==> src/design/mbar_pkg.sv <==
// constants and types shared by the barrier and write buffer logic
package mbar_pkg;
   localparam int ADDR_W     = 32;
   localparam int DATA_W     = 64;
   localparam int WB_DEPTH   = 4;
   localparam int IQ_DEPTH   = 4;
   localparam int PAGE_BITS  = 13;
   localparam int RST_STAGES = 2;

   typedef enum logic [2:0] {
      OP_LOAD     = 3'h0,
      OP_STORE    = 3'h1,
      OP_MBAR     = 3'h2,
      OP_IBAR     = 3'h3,
      OP_MAP_CHG  = 3'h4
   } op_t;

   typedef enum logic [2:0] {
      ST_IDLE   = 3'h0,
      ST_DRAIN  = 3'h1,
      ST_IFLUSH = 3'h2,
      ST_VFLUSH = 3'h3
   } bar_state_t;
endpackage : mbar_pkg

==> src/design/wbuf_if.sv <==
// carrier between barrier logic and write buffer
`timescale 1ns/1ps
`default_nettype none
interface wbuf_if #(
   parameter int ADDR_W = mbar_pkg::ADDR_W,
   parameter int DATA_W = mbar_pkg::DATA_W
);
   logic              push_valid;
   logic              push_ready;
   logic [ADDR_W-1:0] push_addr;
   logic [DATA_W-1:0] push_data;
   logic [ADDR_W-1:0] look_paddr;
   logic [ADDR_W-1:0] look_vaddr;
   logic              fwd_hit;
   logic [DATA_W-1:0] fwd_data;
   logic              syn_hit;
   logic              empty;
   logic              mem_wr_valid;
   logic              mem_wr_commit;
   logic [ADDR_W-1:0] mem_wr_addr;
   logic [DATA_W-1:0] mem_wr_data;

   modport ctrl (output push_valid, push_addr, push_data, look_paddr, look_vaddr,
                 mem_wr_commit,
                 input  push_ready, fwd_hit, fwd_data, syn_hit, empty,
                 mem_wr_valid, mem_wr_addr, mem_wr_data);
   modport buffer (input  push_valid, push_addr, push_data, look_paddr, look_vaddr,
                   mem_wr_commit,
                   output push_ready, fwd_hit, fwd_data, syn_hit, empty,
                   mem_wr_valid, mem_wr_addr, mem_wr_data);
endinterface : wbuf_if
`default_nettype wire

==> src/design/write_buffer.sv <==
// in-order write buffer with forwarding and synonym match
`timescale 1ns/1ps
`default_nettype none
module write_buffer #(
   parameter int DEPTH     = mbar_pkg::WB_DEPTH,
   parameter int ADDR_W    = mbar_pkg::ADDR_W,
   parameter int DATA_W    = mbar_pkg::DATA_W,
   parameter int PAGE_BITS = mbar_pkg::PAGE_BITS
) (
   // clock and reset
   input  wire logic sys_clk,
   input  wire logic rst_n,
   // controller side
   wbuf_if.buffer    wb
);
   localparam int PW = $clog2(DEPTH);
   localparam int CW = $clog2(DEPTH + 1);

   // refused at elaboration, the pointers wrap by plain overflow
   if (DEPTH < 2 || (1 << PW) != DEPTH || PAGE_BITS >= ADDR_W) begin : g_bad_cfg
      $error("write_buffer: depth must be a power of two, page bits below addr width");
   end

   logic [ADDR_W-1:0] addr_q [DEPTH];
   logic [DATA_W-1:0] data_q [DEPTH];
   logic [PW-1:0]     head_q;
   logic [PW-1:0]     tail_q;
   logic [CW-1:0]     count_q;
   logic              push;
   logic              pop;

   assign wb.push_ready   = (count_q != CW'(DEPTH));
   assign push            = wb.push_valid && wb.push_ready;
   // an entry leaves only once the subsystem has committed its order
   assign pop             = wb.mem_wr_valid && wb.mem_wr_commit;
   assign wb.empty        = (count_q == '0);
   assign wb.mem_wr_valid = !wb.empty;
   assign wb.mem_wr_addr  = addr_q[head_q];
   assign wb.mem_wr_data  = data_q[head_q];

   always_ff @(posedge sys_clk or negedge rst_n) begin
      if (!rst_n) begin
         head_q  <= '0;
         tail_q  <= '0;
         count_q <= '0;
      end else begin
         if (push)
            tail_q <= tail_q + PW'(1);
         if (pop)
            head_q <= head_q + PW'(1);
         if (push && !pop)
            count_q <= count_q + CW'(1);
         else if (pop && !push)
            count_q <= count_q - CW'(1);
      end
   end

   always_ff @(posedge sys_clk) begin
      if (push) begin
         addr_q[tail_q] <= wb.push_addr;
         data_q[tail_q] <= wb.push_data;
      end
   end

   // youngest match wins so a hit never returns an older value
   always_comb begin
      logic [PW-1:0] idx;
      idx         = '0;
      wb.fwd_hit  = 1'b0;
      wb.fwd_data = '0;
      wb.syn_hit  = 1'b0;
      for (int k = 0; k < DEPTH; k++) begin
         idx = head_q + PW'(k);
         if (CW'(k) < count_q) begin
            if (addr_q[idx] == wb.look_paddr) begin
               wb.fwd_hit  = 1'b1;
               wb.fwd_data = data_q[idx];
            end
            if (addr_q[idx][PAGE_BITS-1:0] == wb.look_vaddr[PAGE_BITS-1:0])
               wb.syn_hit = 1'b1;
         end
      end
   end

   AST_WB_FULL_REFUSES: assert property (@(posedge sys_clk) disable iff (!rst_n)
      count_q == CW'(DEPTH) |-> !wb.push_ready)
      else $error("write buffer accepted while full");

   AST_WB_COMMIT_POPS: assert property (@(posedge sys_clk) disable iff (!rst_n)
      pop && !push |=> count_q == $past(count_q) - CW'(1))
      else $error("committed write did not leave the buffer");
endmodule : write_buffer
`default_nettype wire

==> src/design/mem_barrier_unit.sv <==
// memory and istream barrier sequencing over write buffer and invalidate queue
// Functional notes
// ordering point per address is wherever the subsystem acknowledges the write commit
// either barrier completes only after all earlier writes reach their ordering point
// completion needs only committed write order, not the final storage write
// either barrier delivers all queued invalidates before any later access starts
// write buffer hits by physical address forward youngest data, never older values
// virtual cache data returns early only when no synonym write can be pending
// no write buffer match on untranslated bits proves no synonym write pending
// mapping changes make the virtual data cache flush affected state
// that flush may wait for the next barrier or translation_buffer fill
// peers write, barrier, interrupt; receiver barriers before touching shared data
// istream barrier makes the instruction cache coherent with memory
// later loads and stores stall while a barrier is outstanding
// write buffer and invalidate queue report empty so barrier avoids polling memory
`timescale 1ns/1ps
`default_nettype none
module mem_barrier_unit #(
   parameter int ADDR_W    = mbar_pkg::ADDR_W,
   parameter int DATA_W    = mbar_pkg::DATA_W,
   parameter int WB_DEPTH  = mbar_pkg::WB_DEPTH,
   parameter int IQ_DEPTH  = mbar_pkg::IQ_DEPTH,
   parameter int PAGE_BITS = mbar_pkg::PAGE_BITS
) (
   // clock and reset
   input  wire logic              sys_clk,
   input  wire logic              reset_n,
   // pipeline issue
   input  wire logic              op_valid,
   output logic                   op_ready,
   input  wire mbar_pkg::op_t     op_code,
   input  wire logic [ADDR_W-1:0] op_vaddr,
   input  wire logic [ADDR_W-1:0] op_paddr,
   input  wire logic [DATA_W-1:0] op_wdata,
   // load result and barrier completion
   output logic                   load_done,
   output logic                   load_fwd,
   output logic [DATA_W-1:0]      load_fwd_data,
   output logic                   load_early_ok,
   output logic                   barrier_done,
   // coherent memory write port
   output logic                   mem_wr_valid,
   input  wire logic              mem_wr_commit,
   output logic [ADDR_W-1:0]      mem_wr_addr,
   output logic [DATA_W-1:0]      mem_wr_data,
   // incoming invalidates from the subsystem
   input  wire logic              inv_in_valid,
   output logic                   inv_in_ready,
   input  wire logic [ADDR_W-1:0] inv_in_addr,
   // invalidate delivery to the local data cache
   output logic                   dc_inv_valid,
   input  wire logic              dc_inv_ready,
   output logic [ADDR_W-1:0]      dc_inv_addr,
   // cache maintenance
   output logic                   icache_flush_req,
   input  wire logic              icache_flush_ack,
   output logic                   vcache_flush_req,
   input  wire logic              vcache_flush_ack,
   input  wire logic              translation_buffer_fill,
   output logic                   vcache_stale
);
   localparam int QW = $clog2(IQ_DEPTH);
   localparam int QC = $clog2(IQ_DEPTH + 1);

   if (IQ_DEPTH < 2 || (1 << QW) != IQ_DEPTH) begin : g_bad_cfg
      $error("mem_barrier_unit: invalidate queue depth must be a power of two");
   end

   // reset release through two flops; assert is asynchronous
   logic [mbar_pkg::RST_STAGES-1:0] rst_sync_q;
   logic                            rst_n;
   always_ff @(posedge sys_clk or negedge reset_n) begin
      if (!reset_n)
         rst_sync_q <= '0;
      else
         rst_sync_q <= {rst_sync_q[mbar_pkg::RST_STAGES-2:0], 1'b1};
   end
   assign rst_n = rst_sync_q[mbar_pkg::RST_STAGES-1];

   wbuf_if #(.ADDR_W(ADDR_W), .DATA_W(DATA_W)) wb ();

   write_buffer #(
      .DEPTH     (WB_DEPTH),
      .ADDR_W    (ADDR_W),
      .DATA_W    (DATA_W),
      .PAGE_BITS (PAGE_BITS)
   ) write_buffer_inst (
      .sys_clk (sys_clk),
      .rst_n   (rst_n),
      .wb      (wb)
   );

   mbar_pkg::bar_state_t state_q;
   mbar_pkg::bar_state_t state_d;
   logic                 ibar_q;
   logic                 stale_q;
   logic                 accept;
   logic                 is_bar;
   logic                 drained;

   // invalidate queue
   logic [ADDR_W-1:0] iq_addr_q [IQ_DEPTH];
   logic [QW-1:0]     iq_head_q;
   logic [QW-1:0]     iq_tail_q;
   logic [QC-1:0]     iq_cnt_q;
   logic              iq_push;
   logic              iq_pop;

   assign inv_in_ready = (iq_cnt_q != QC'(IQ_DEPTH));
   assign iq_push      = inv_in_valid && inv_in_ready;
   assign dc_inv_valid = (iq_cnt_q != '0);
   assign dc_inv_addr  = iq_addr_q[iq_head_q];
   assign iq_pop       = dc_inv_valid && dc_inv_ready;

   always_ff @(posedge sys_clk or negedge rst_n) begin
      if (!rst_n) begin
         iq_head_q <= '0;
         iq_tail_q <= '0;
         iq_cnt_q  <= '0;
      end else begin
         if (iq_push)
            iq_tail_q <= iq_tail_q + QW'(1);
         if (iq_pop)
            iq_head_q <= iq_head_q + QW'(1);
         if (iq_push && !iq_pop)
            iq_cnt_q <= iq_cnt_q + QC'(1);
         else if (iq_pop && !iq_push)
            iq_cnt_q <= iq_cnt_q - QC'(1);
      end
   end

   always_ff @(posedge sys_clk) begin
      if (iq_push)
         iq_addr_q[iq_tail_q] <= inv_in_addr;
   end

   // issue: anything after a barrier waits until the sequence ends
   assign is_bar   = (op_code == mbar_pkg::OP_MBAR) || (op_code == mbar_pkg::OP_IBAR);
   assign op_ready = (state_q == mbar_pkg::ST_IDLE) && !(translation_buffer_fill && stale_q)
                     && ((op_code != mbar_pkg::OP_STORE) || wb.push_ready);
   assign accept   = op_valid && op_ready;

   assign wb.push_valid   = accept && (op_code == mbar_pkg::OP_STORE);
   assign wb.push_addr    = op_paddr;
   assign wb.push_data    = op_wdata;
   assign wb.look_paddr   = op_paddr;
   assign wb.look_vaddr   = op_vaddr;
   // the commit ack marks the address's ordering point, wherever it currently lives
   assign wb.mem_wr_commit = mem_wr_commit;
   assign mem_wr_valid    = wb.mem_wr_valid;
   assign mem_wr_addr     = wb.mem_wr_addr;
   assign mem_wr_data     = wb.mem_wr_data;

   // both empties come straight from the queues, no memory polling
   assign drained = wb.empty && (iq_cnt_q == '0);

   always_comb begin
      state_d = state_q;
      case (state_q)
         mbar_pkg::ST_IDLE: begin
            if (accept && is_bar)
               state_d = mbar_pkg::ST_DRAIN;
            else if (translation_buffer_fill && stale_q)
               state_d = mbar_pkg::ST_VFLUSH;
         end
         mbar_pkg::ST_DRAIN: begin
            if (drained) begin
               if (ibar_q)
                  state_d = mbar_pkg::ST_IFLUSH;
               else if (stale_q)
                  state_d = mbar_pkg::ST_VFLUSH;
               else
                  state_d = mbar_pkg::ST_IDLE;
            end
         end
         mbar_pkg::ST_IFLUSH: begin
            if (icache_flush_ack)
               state_d = stale_q ? mbar_pkg::ST_VFLUSH : mbar_pkg::ST_IDLE;
         end
         mbar_pkg::ST_VFLUSH: begin
            if (vcache_flush_ack)
               state_d = mbar_pkg::ST_IDLE;
         end
         default: state_d = mbar_pkg::ST_IDLE;
      endcase
   end

   always_ff @(posedge sys_clk or negedge rst_n) begin
      if (!rst_n) begin
         state_q <= mbar_pkg::ST_IDLE;
         ibar_q  <= 1'b0;
      end else begin
         state_q <= state_d;
         if (accept && is_bar)
            ibar_q <= (op_code == mbar_pkg::OP_IBAR);
      end
   end

   // completion pulse when a barrier sequence returns to idle
   always_ff @(posedge sys_clk or negedge rst_n) begin
      if (!rst_n)
         barrier_done <= 1'b0;
      else
         barrier_done <= (state_q == mbar_pkg::ST_DRAIN || state_q == mbar_pkg::ST_IFLUSH
                          || state_q == mbar_pkg::ST_VFLUSH)
                         && (state_d == mbar_pkg::ST_IDLE);
   end

   // mapping change marks the virtual cache stale; flush is deferred, not skipped
   always_ff @(posedge sys_clk or negedge rst_n) begin
      if (!rst_n)
         stale_q <= 1'b0;
      else if (accept && op_code == mbar_pkg::OP_MAP_CHG)
         stale_q <= 1'b1;
      else if (state_q == mbar_pkg::ST_VFLUSH && vcache_flush_ack)
         stale_q <= 1'b0;
   end

   assign icache_flush_req = (state_q == mbar_pkg::ST_IFLUSH);
   assign vcache_flush_req = (state_q == mbar_pkg::ST_VFLUSH);
   assign vcache_stale     = stale_q;

   // load result: forwarding and early virtual return permission
   always_ff @(posedge sys_clk or negedge rst_n) begin
      if (!rst_n) begin
         load_done     <= 1'b0;
         load_fwd      <= 1'b0;
         load_fwd_data <= '0;
         load_early_ok <= 1'b0;
      end else begin
         load_done     <= accept && (op_code == mbar_pkg::OP_LOAD);
         load_fwd      <= accept && (op_code == mbar_pkg::OP_LOAD) && wb.fwd_hit;
         load_fwd_data <= wb.fwd_data;
         // conservative: a match on page-offset bits may be false, costing only latency
         load_early_ok <= accept && (op_code == mbar_pkg::OP_LOAD) && !wb.syn_hit;
      end
   end

   AST_STALL_WHILE_BARRIER: assert property (@(posedge sys_clk) disable iff (!rst_n)
      state_q != mbar_pkg::ST_IDLE |-> !op_ready)
      else $error("issue accepted during barrier");

   AST_DRAIN_HOLDS: assert property (@(posedge sys_clk) disable iff (!rst_n)
      state_q == mbar_pkg::ST_DRAIN && !wb.empty |=> state_q == mbar_pkg::ST_DRAIN)
      else $error("barrier left drain with writes pending");

   AST_INV_DELIVERED: assert property (@(posedge sys_clk) disable iff (!rst_n)
      state_q == mbar_pkg::ST_DRAIN ##1 state_q != mbar_pkg::ST_DRAIN
      |-> $past(iq_cnt_q) == '0 && $past(wb.empty))
      else $error("barrier ended with invalidates queued");

   AST_IBAR_FLUSHES: assert property (@(posedge sys_clk) disable iff (!rst_n)
      state_q == mbar_pkg::ST_DRAIN && drained && ibar_q
      |=> icache_flush_req)
      else $error("istream barrier skipped instruction cache flush");

   AST_DEFERRED_FLUSH: assert property (@(posedge sys_clk) disable iff (!rst_n)
      state_q == mbar_pkg::ST_IDLE && translation_buffer_fill && stale_q && !op_valid
      |=> vcache_flush_req)
      else $error("fill with stale mapping did not flush virtual cache");

   AST_MAP_MARKS_STALE: assert property (@(posedge sys_clk) disable iff (!rst_n)
      accept && op_code == mbar_pkg::OP_MAP_CHG |=> vcache_stale [*2])
      else $error("mapping change not recorded");

   AST_FORWARD_YOUNGEST: assert property (@(posedge sys_clk) disable iff (!rst_n)
      accept && op_code == mbar_pkg::OP_LOAD && wb.fwd_hit
      |=> load_fwd && load_done && load_fwd_data == $past(wb.fwd_data))
      else $error("write buffer hit not forwarded");

   AST_NO_EARLY_ON_SYNONYM: assert property (@(posedge sys_clk) disable iff (!rst_n)
      accept && op_code == mbar_pkg::OP_LOAD && wb.syn_hit |=> load_done && !load_early_ok)
      else $error("early virtual return despite synonym match");
endmodule : mem_barrier_unit
`default_nettype wire

==> config.mk <==
export PLATFORM = sky130hd
export DESIGN_NAME = mem_barrier_unit
export DESIGN_NICKNAME = d
export VERILOG_FILES = /design/src/design/mbar_pkg.sv /design/src/design/wbuf_if.sv /design/src/design/write_buffer.sv /design/src/design/mem_barrier_unit.sv
export SDC_FILE = /design/constraint.sdc
export NUM_CORES = 1
export LEC_CHECK = 0
export BUFFER_PORTS_ARGS = -buffer_cell sky130_fd_sc_hd__clkbuf_2
export CORE_MARGIN = 1.5
export CORE_UTILIZATION = 47
export DETAILED_ROUTE_END_ITERATION = 8
export GPL_ROUTABILITY_DRIVEN = 0
export HOLD_SLACK_MARGIN = 0.02
export PLACE_DENSITY_LB_ADDON = 0.15
export RECOVER_POWER = 100
export REMOVE_ABC_BUFFERS = 1
export SLEW_MARGIN = 30
export SYNTH_ARGS = -nofsm -noshare
export SYNTH_HDL_FRONTEND = slang
export SYNTH_SLANG_ARGS = --single-unit
export TNS_END_PERCENT = 1
==> constraint.sdc <==
create_clock -name sys_clk -period 7.1 [get_ports sys_clk]
set_input_delay 1.42 -clock sys_clk [delete_from_list [all_inputs] [get_ports sys_clk]]
set_output_delay 1.42 -clock sys_clk [all_outputs]
set_load 0.01 [all_outputs]
# Yosys cells after proc, flatten, opt, wreduce, memory -nomap -nowiden
# Memory sizes are Yosys's and may differ from the RTL's.
# Cells that the tools add are included.
# totals
reg_bits	89
ram_bits	512
inputBits	172
out_inout_bits	203
wordCells	133
n_memories	3
# mem_list
name	words	width	read_ports	rd_clocked_by_memory_dff	wr	line	source
write_buffer_inst.data_q	4	64	4	0	1	write_buffer.sv:25	logic [DATA_W-1:0] data_q [DEPTH];
iq_addr_q	4	32	1	0	1	mem_barrier_unit.sv:102	logic [ADDR_W-1:0] iq_addr_q [IQ_DEPTH];
write_buffer_inst.addr_q	4	32	4	0	1	write_buffer.sv:24	logic [ADDR_W-1:0] addr_q [DEPTH];
# op_classes
n_addsub	10
magnitude_cmp	4
eq_ne	18
muxes	42
n_reduce_logical	41
# ops
operator	n
$mux 64	8
$eq 32x32->1	4
$eq 13x13->1	4
$mux 3	9
$mux 1	22
$logic_and 1x1->1	21
$logic_not 3->1	5
$eq 3x2->1 const B	4
$pmux 3 s4	1
$add 2x1->2 const B	4
$logic_not 1->1	7
$add 3x1->3 const B	2
$eq 3x1->1 const B	2
$lt 1x3->1 const A	2
$lt 2x3->1 const A	2
$ne 3x3->1 const B	2
$reduce_bool 2->1	3
$sub 3x1->3 const B	2
$add 2x2->2 const B	2
$logic_or 1x1->1	4
$mux 2	2
$eq 3x3->1 const B	1
$ne 3x1->1 const B	1
$reduce_bool 3->1	1

# Longest topological paths before layout
# An unclocked memory read counts as a cell.
# logic_depth
word_depth	12
mapped_depth	16
mapped_depth_nobuf	9

# Modules after synthesis
# Synthesis repeated with hierarchy kept, for this count alone.
# unflattened
cells_unflattened	2626
hier_area_um2	33051.7
# by_module_without_submodules
module	instances	cells_per_inst	area_per_inst_um2
write_buffer	1	2309	25892.3
mem_barrier_unit	1	317	7159.4

# Worst setup path after synthesis
# Ideal clock, no wire load.
# synth_path
kind	input to register
startpoint	input port translation_buffer_fill
endpoint	memory write_buffer_inst.addr_q[0][0], enable pin
setup_ns	0.466
t_arrival_ns	4.768
required_time_ns	6.634
slack_ns	1.866
path_stages	5
n_path_buf	0
path_cell_list	a2111o_1 -> a31oi_1 -> nand2_1 -> nor2_1 -> and2_1
# synth_via
elab_chain_cells	9
# synth_rtl
item	line	source
start, declared	mem_barrier_unit.sv:59	input wire logic translation_buffer_fill,
$logic_and 1x1->1	mem_barrier_unit.sv:139	assign op_ready = (state_q == mbar_pkg::ST_IDLE) && !(translation_buffer_fill && stale_q)
$logic_not 1->1	mem_barrier_unit.sv:139	
$logic_and 1x1->1	mem_barrier_unit.sv:139	
$logic_and 1x1->1	mem_barrier_unit.sv:140	&& ((op_code != mbar_pkg::OP_STORE) || wb.push_ready);
named net op_ready	mem_barrier_unit.sv:30	output logic op_ready,
$logic_and 1x1->1	mem_barrier_unit.sv:141	assign accept = op_valid && op_ready;
$logic_and 1x1->1	mem_barrier_unit.sv:143	assign wb.push_valid = accept && (op_code == mbar_pkg::OP_STORE);
$logic_and 1x1->1	write_buffer.sv:33	assign push = wb.push_valid && wb.push_ready;
named net write_buffer_inst.push	write_buffer.sv:29	logic push;
$mux 1	write_buffer.sv:59	if (push) begin
$mux 1 (not written as such)	write_buffer.sv:60	addr_q[tail_q] <= wb.push_addr;
end, declared	write_buffer.sv:24	
# The timed path passes the listed nets, and every way through them passes these cells.

# Final worst setup path
# layout_path
startpoint	register write_buffer_inst.head_q[1]
endpoint	register load_fwd_data[16]
# layout_via
elab_chain_cells	10
word_cells_on_any_way	17
classes_between	add/sub: 3; eq/ne: 4; mux: 8; memory: 2
# layout_rtl
item	line	source
start, declared	write_buffer.sv:26	logic [PW-1:0] head_q;
start signal, assigned	write_buffer.sv:50	head_q <= head_q + PW'(1);
parallel branches: the longest is 9 deep, another holds $mem_v2 4x32	n/a	
$mux 64 (*)	write_buffer.sv:74	if (CW'(k) < count_q) begin
named net wb.fwd_data[16]	wbuf_if.sv:15	logic [DATA_W-1:0] fwd_data;
end signal, assigned	mem_barrier_unit.sv:233	load_fwd_data <= wb.fwd_data;
end, declared	mem_barrier_unit.sv:38	output logic [DATA_W-1:0] load_fwd_data,
# Mark *: on every way through the listed nets, which the timed path passes.
# A chain may end at the register's enable or synchronous reset.

==> flow_metrics.py <==
metrics = {
    "floorplan": {
        "core_mm2": 0.06859,
        "die_area_mm2": 0.07091,
        "start_util_pct": 47.50,
        "die_w_um": 266.3,
        "core.rowCount": 96,
        "die_y_um": 266.3,
        "ios": 375,
    },
    "layout": {
        "nNetsFinal": 2927,
        "fillCellCount": 5846,
        "finalInstanceArea_mm2": 0.03676,
        "drive_above_1_share_pct": 10.59,
        "fin_cells": 3740,
        "area_growth_pct": 12.82,
    },
    "yosys": {
        "netlist_area_mm2": 0.03258,
        "synth_top_family_by_area": "multiplexers",
        "synth_area_per_cell_um2": 13.16,
        "ys_ff_latch": 601,
        "netlist.top_cell.by_area": "edfxtp_1",
        "synth_commonest_cells": "561 x mux2i_1, 512 x edfxtp_1, 283 x nor2_1",
        "synth-xor-area-share_pct": 4.704,
        "synth_compound_area_share_pct": 5.856,
        "yosys_warnings": 0,
        "synth_cells": 2476,
        "muxShareOfSynthArea_pct": 23.75,
        "ys_seq_area_share_pct": 54.02,
        "yosysUniqueCellTypes": 67,
        "async_reset_ff_share_pct": 14.81,
        "yosys.area_share.simple_pct": 7.508,
        "synth_enable_flop_cells": 512,
        "synth_most_common_cell": "mux2i_1",
        "synth.top_cells.by_area": "edfxtp_1 47%, mux2i_1 17%, dfrtp_1 6.8%, mux4_2 4.0%, nor2_1 3.3%",
        "synth_fa_ha_area_share_pct": 0.5991,
        "netlist.area_leader.share_pct": 47.19,
        "synth_flop_cell": "edfxtp_1",
    },
    "critical_path": {
        "critical_path_buf_inv_count": 2,
        "r2r-start": "write_buffer_inst.head_q[1]$_DFFE_PN0P_",
        "worstSetupStartpointType": "flop",
        "ff2ff_path_depth": 10,
        "r2r-end": "load_fwd_data[16]$_DFF_PN0_",
        "worst_setup_path_end_kind": "flop",
        "crit_slowest_cell": "clkbuf_2",
        "endpoint": "load_fwd_data[16]$_DFF_PN0_",
        "crit_fanout": 61,
        "path_common_cell": "mux2i_1",
        "required_ns": 7.61,
        "worst-path-stages": 10,
        "crit_type": "reg2reg",
        "crit_start": "write_buffer_inst.head_q[1]$_DFFE_PN0P_",
        "path_delay_family": "buffers and inverters",
        "cp_cell_sequence": "clkbuf_2, mux2i_1, mux2i_1, xnor2_1, nand4_1, nor4_1, and3_2, buf_4, o21ai_0, o211ai_1",
        "worst-endpoint-arrival_ns": 6.43,
        "rrSetupSlack_ns": 1.18,
        "cpPeakStageDelay_ns": 1.41,
    },
    "sta": {
        "finalCritPeriodShare_pct": 83.33,
        "fmax_ghz": 0.1690,
        "grt_setup_unrepaired": "false",
        "period_minus_slack_ns": 5.917,
        "worstMarginPinSlew_ns": 3.122,
        "fin_tns_setup_ns": 0,
        "setup_viol": 0,
        "drv_slew": 534,
        "hold_violations": 0,
        "slew_headroom_pct": -108.2,
        "finClkSkew_ns": 0.02330,
    },
    "pwr": {
        "p_leak_nw": 13.94,
        "ir_worst_vdd_v": 0.0002950,
        "powerDensity_mw_per_mm2": 368.1,
    },
    "cts": {
        "hold_buffers": 0,
        "path_clk_slew_ns": 0.07,
        "cts_tree": "built",
        "post_cts_buffers": 0,
        "cts_buffers": 68,
        "cts.repair.resized": 0,
        "clock_latency_ns": 0.62,
        "cts_root_buf": "clkbuf_16",
        "cts.path.max_buffers": 3,
        "htree_levels": 3,
        "clock-sinks": 601,
    },
    "global_routing": {
        "grt_pass1_vias": 23117,
        "grt_pass1_wl_um": 137100,
        "grt_antenna_before_repair": 21,
        "grt.overflow.total": 0,
        "grt_max_degree": 185,
        "grtUsageTotal_pct": 25.63,
    },
    "place": {
        "portBuffers": 355,
        "dp.cells": 3600,
        "hpwl_um": 58250,
        "placed_area_mm2": 0.03489,
    },
    "hold_path": {
        "hold_path_depth": 0,
        "hold_path.class": "reg2reg",
    },
    "detailed_routing": {
        "ant_nets": 0,
        "drt_iter0_drc": 1625,
        "drc_errors": 0,
        "vias": 22268,
        "drtPass1Iterations": 5,
        "avgViaCountPerCell": 5.954,
        "wirelength_um": 92120,
        "wire_per_inst_um": 24.63,
    },
    "run_status": {
        "status": "complete, but fails checks",
        "violations": "max-capacitance violations, max-slew violations",
    },
    "job": {
        "maxCapViolations": 12,
    },
}
[where the power goes]
group	leakage (nW)	total (mW)	internal, mW	switching [mW]
sequential	5.82	4.38	4.08	0.299
clock	1.10	3.56	2.11	1.46
combinational	7.02	5.59	2.29	3.30
total	13.9	13.5	8.48	5.05
[cell type report]
type                    instances  area [um^2]  share of cell area, %
flip-flops and latches        601        17610                  47.91
multi-input cells            1659        13870                  37.74
clock inverters                40        444.2                  1.208
repair buffers                389         1719                  4.677
clock buffers                  86         1829                  4.976
well taps                     931         1165                  3.169
inverters                      21        86.33                 0.2349
diodes                         13        32.53                0.08850
[layer usage]
metal,routed length (um),GRT usage (%),up-vias
li1,-,-,9980
met1,36680,31.11,11285
met2,45760,43.84,760
met3,6204,5.194,229
met4,3381,11.86,14
met5,97,0,-
[sequential cells by signal, indices dropped and copies added (netlist names), 2 cells and up]
name,count
iq_addr_q,128
iq_cnt_q,3
iq_head_q,2
iq_tail_q,2
load_fwd_data,64
rst_sync_q,2
state_q,3
write_buffer_inst.addr_q,128
write_buffer_inst.count_q,3
write_buffer_inst.data_q,256
write_buffer_inst.head_q,2
write_buffer_inst.tail_q,2
[worst reg2reg max path: stages (launching register included)]
cell,delay [ns]
dfrtp_4,0.98
clkbuf_2,1.44
mux2i_1,0.30
mux2i_1,0.36
xnor2_1,0.16
nand4_1,0.17
nor4_1,0.58
and3_2,0.70
buf_4,0.70
o21ai_0,0.29
o211ai_1,0.16
[cells by family after synthesis]
| logic type | Yosys count |
|---|---|
| other cells | 2 |
| flops | 601 |
| buf+inv | 216 |
| simple gates | 496 |
| mux | 690 |
| compound gates | 281 |
| xor+xnor | 175 |
| fa+ha+maj | 15 |
[cells in the final DEF, fill, tap and decap left out, types with 14 or more instances in the layout]
cell type and count:
a21oi_1 29, and4_1 64, buf_4 15, clkbuf_1 331, clkbuf_16 68, clkbuf_2 46, dfrtp_1 86, edfxtp_1 512
ha_1 14, inv_1 18, mux2_1 17, mux2_2 48, mux2i_1 561, mux4_2 58, nand2_1 38, nand3_1 18
nand4_1 28, nor2_1 283, nor4_1 14, o211ai_1 123, o21ai_0 64, xnor2_1 83, xor2_1 92
[worst min path at each step]
stage                                        from                      end  slack [ns]
after floorplan           rst_sync_q[0]$_DFF_PN0_  rst_sync_q[1]$_DFF_PN0_        0.33
after global placement    rst_sync_q[0]$_DFF_PN0_  rst_sync_q[1]$_DFF_PN0_        0.34
after detailed placement  rst_sync_q[0]$_DFF_PN0_  rst_sync_q[1]$_DFF_PN0_        0.35
after CTS                 rst_sync_q[0]$_DFF_PN0_  rst_sync_q[1]$_DFF_PN0_        0.35
after global routing      rst_sync_q[0]$_DFF_PN0_  rst_sync_q[1]$_DFF_PN0_        0.38
final                     rst_sync_q[0]$_DFF_PN0_  rst_sync_q[1]$_DFF_PN0_        0.36
[per-stage QoR]
stage	utilization, %	worst slack, ns	power [mW]	hold slack [ns]
finish	53.59	1.183	13.53	0.3573
global route	53.58	0.8594	14.18	0.3808
CTS	54.19	1.731	13.64	0.3461
detailed placement	50.88	1.907	10.06	0.3511
global placement	50.87	2.031	9.926	0.3387
floorplan	-	-11.70	8.827	0.3312
Power figures use the tool's default switching activity.
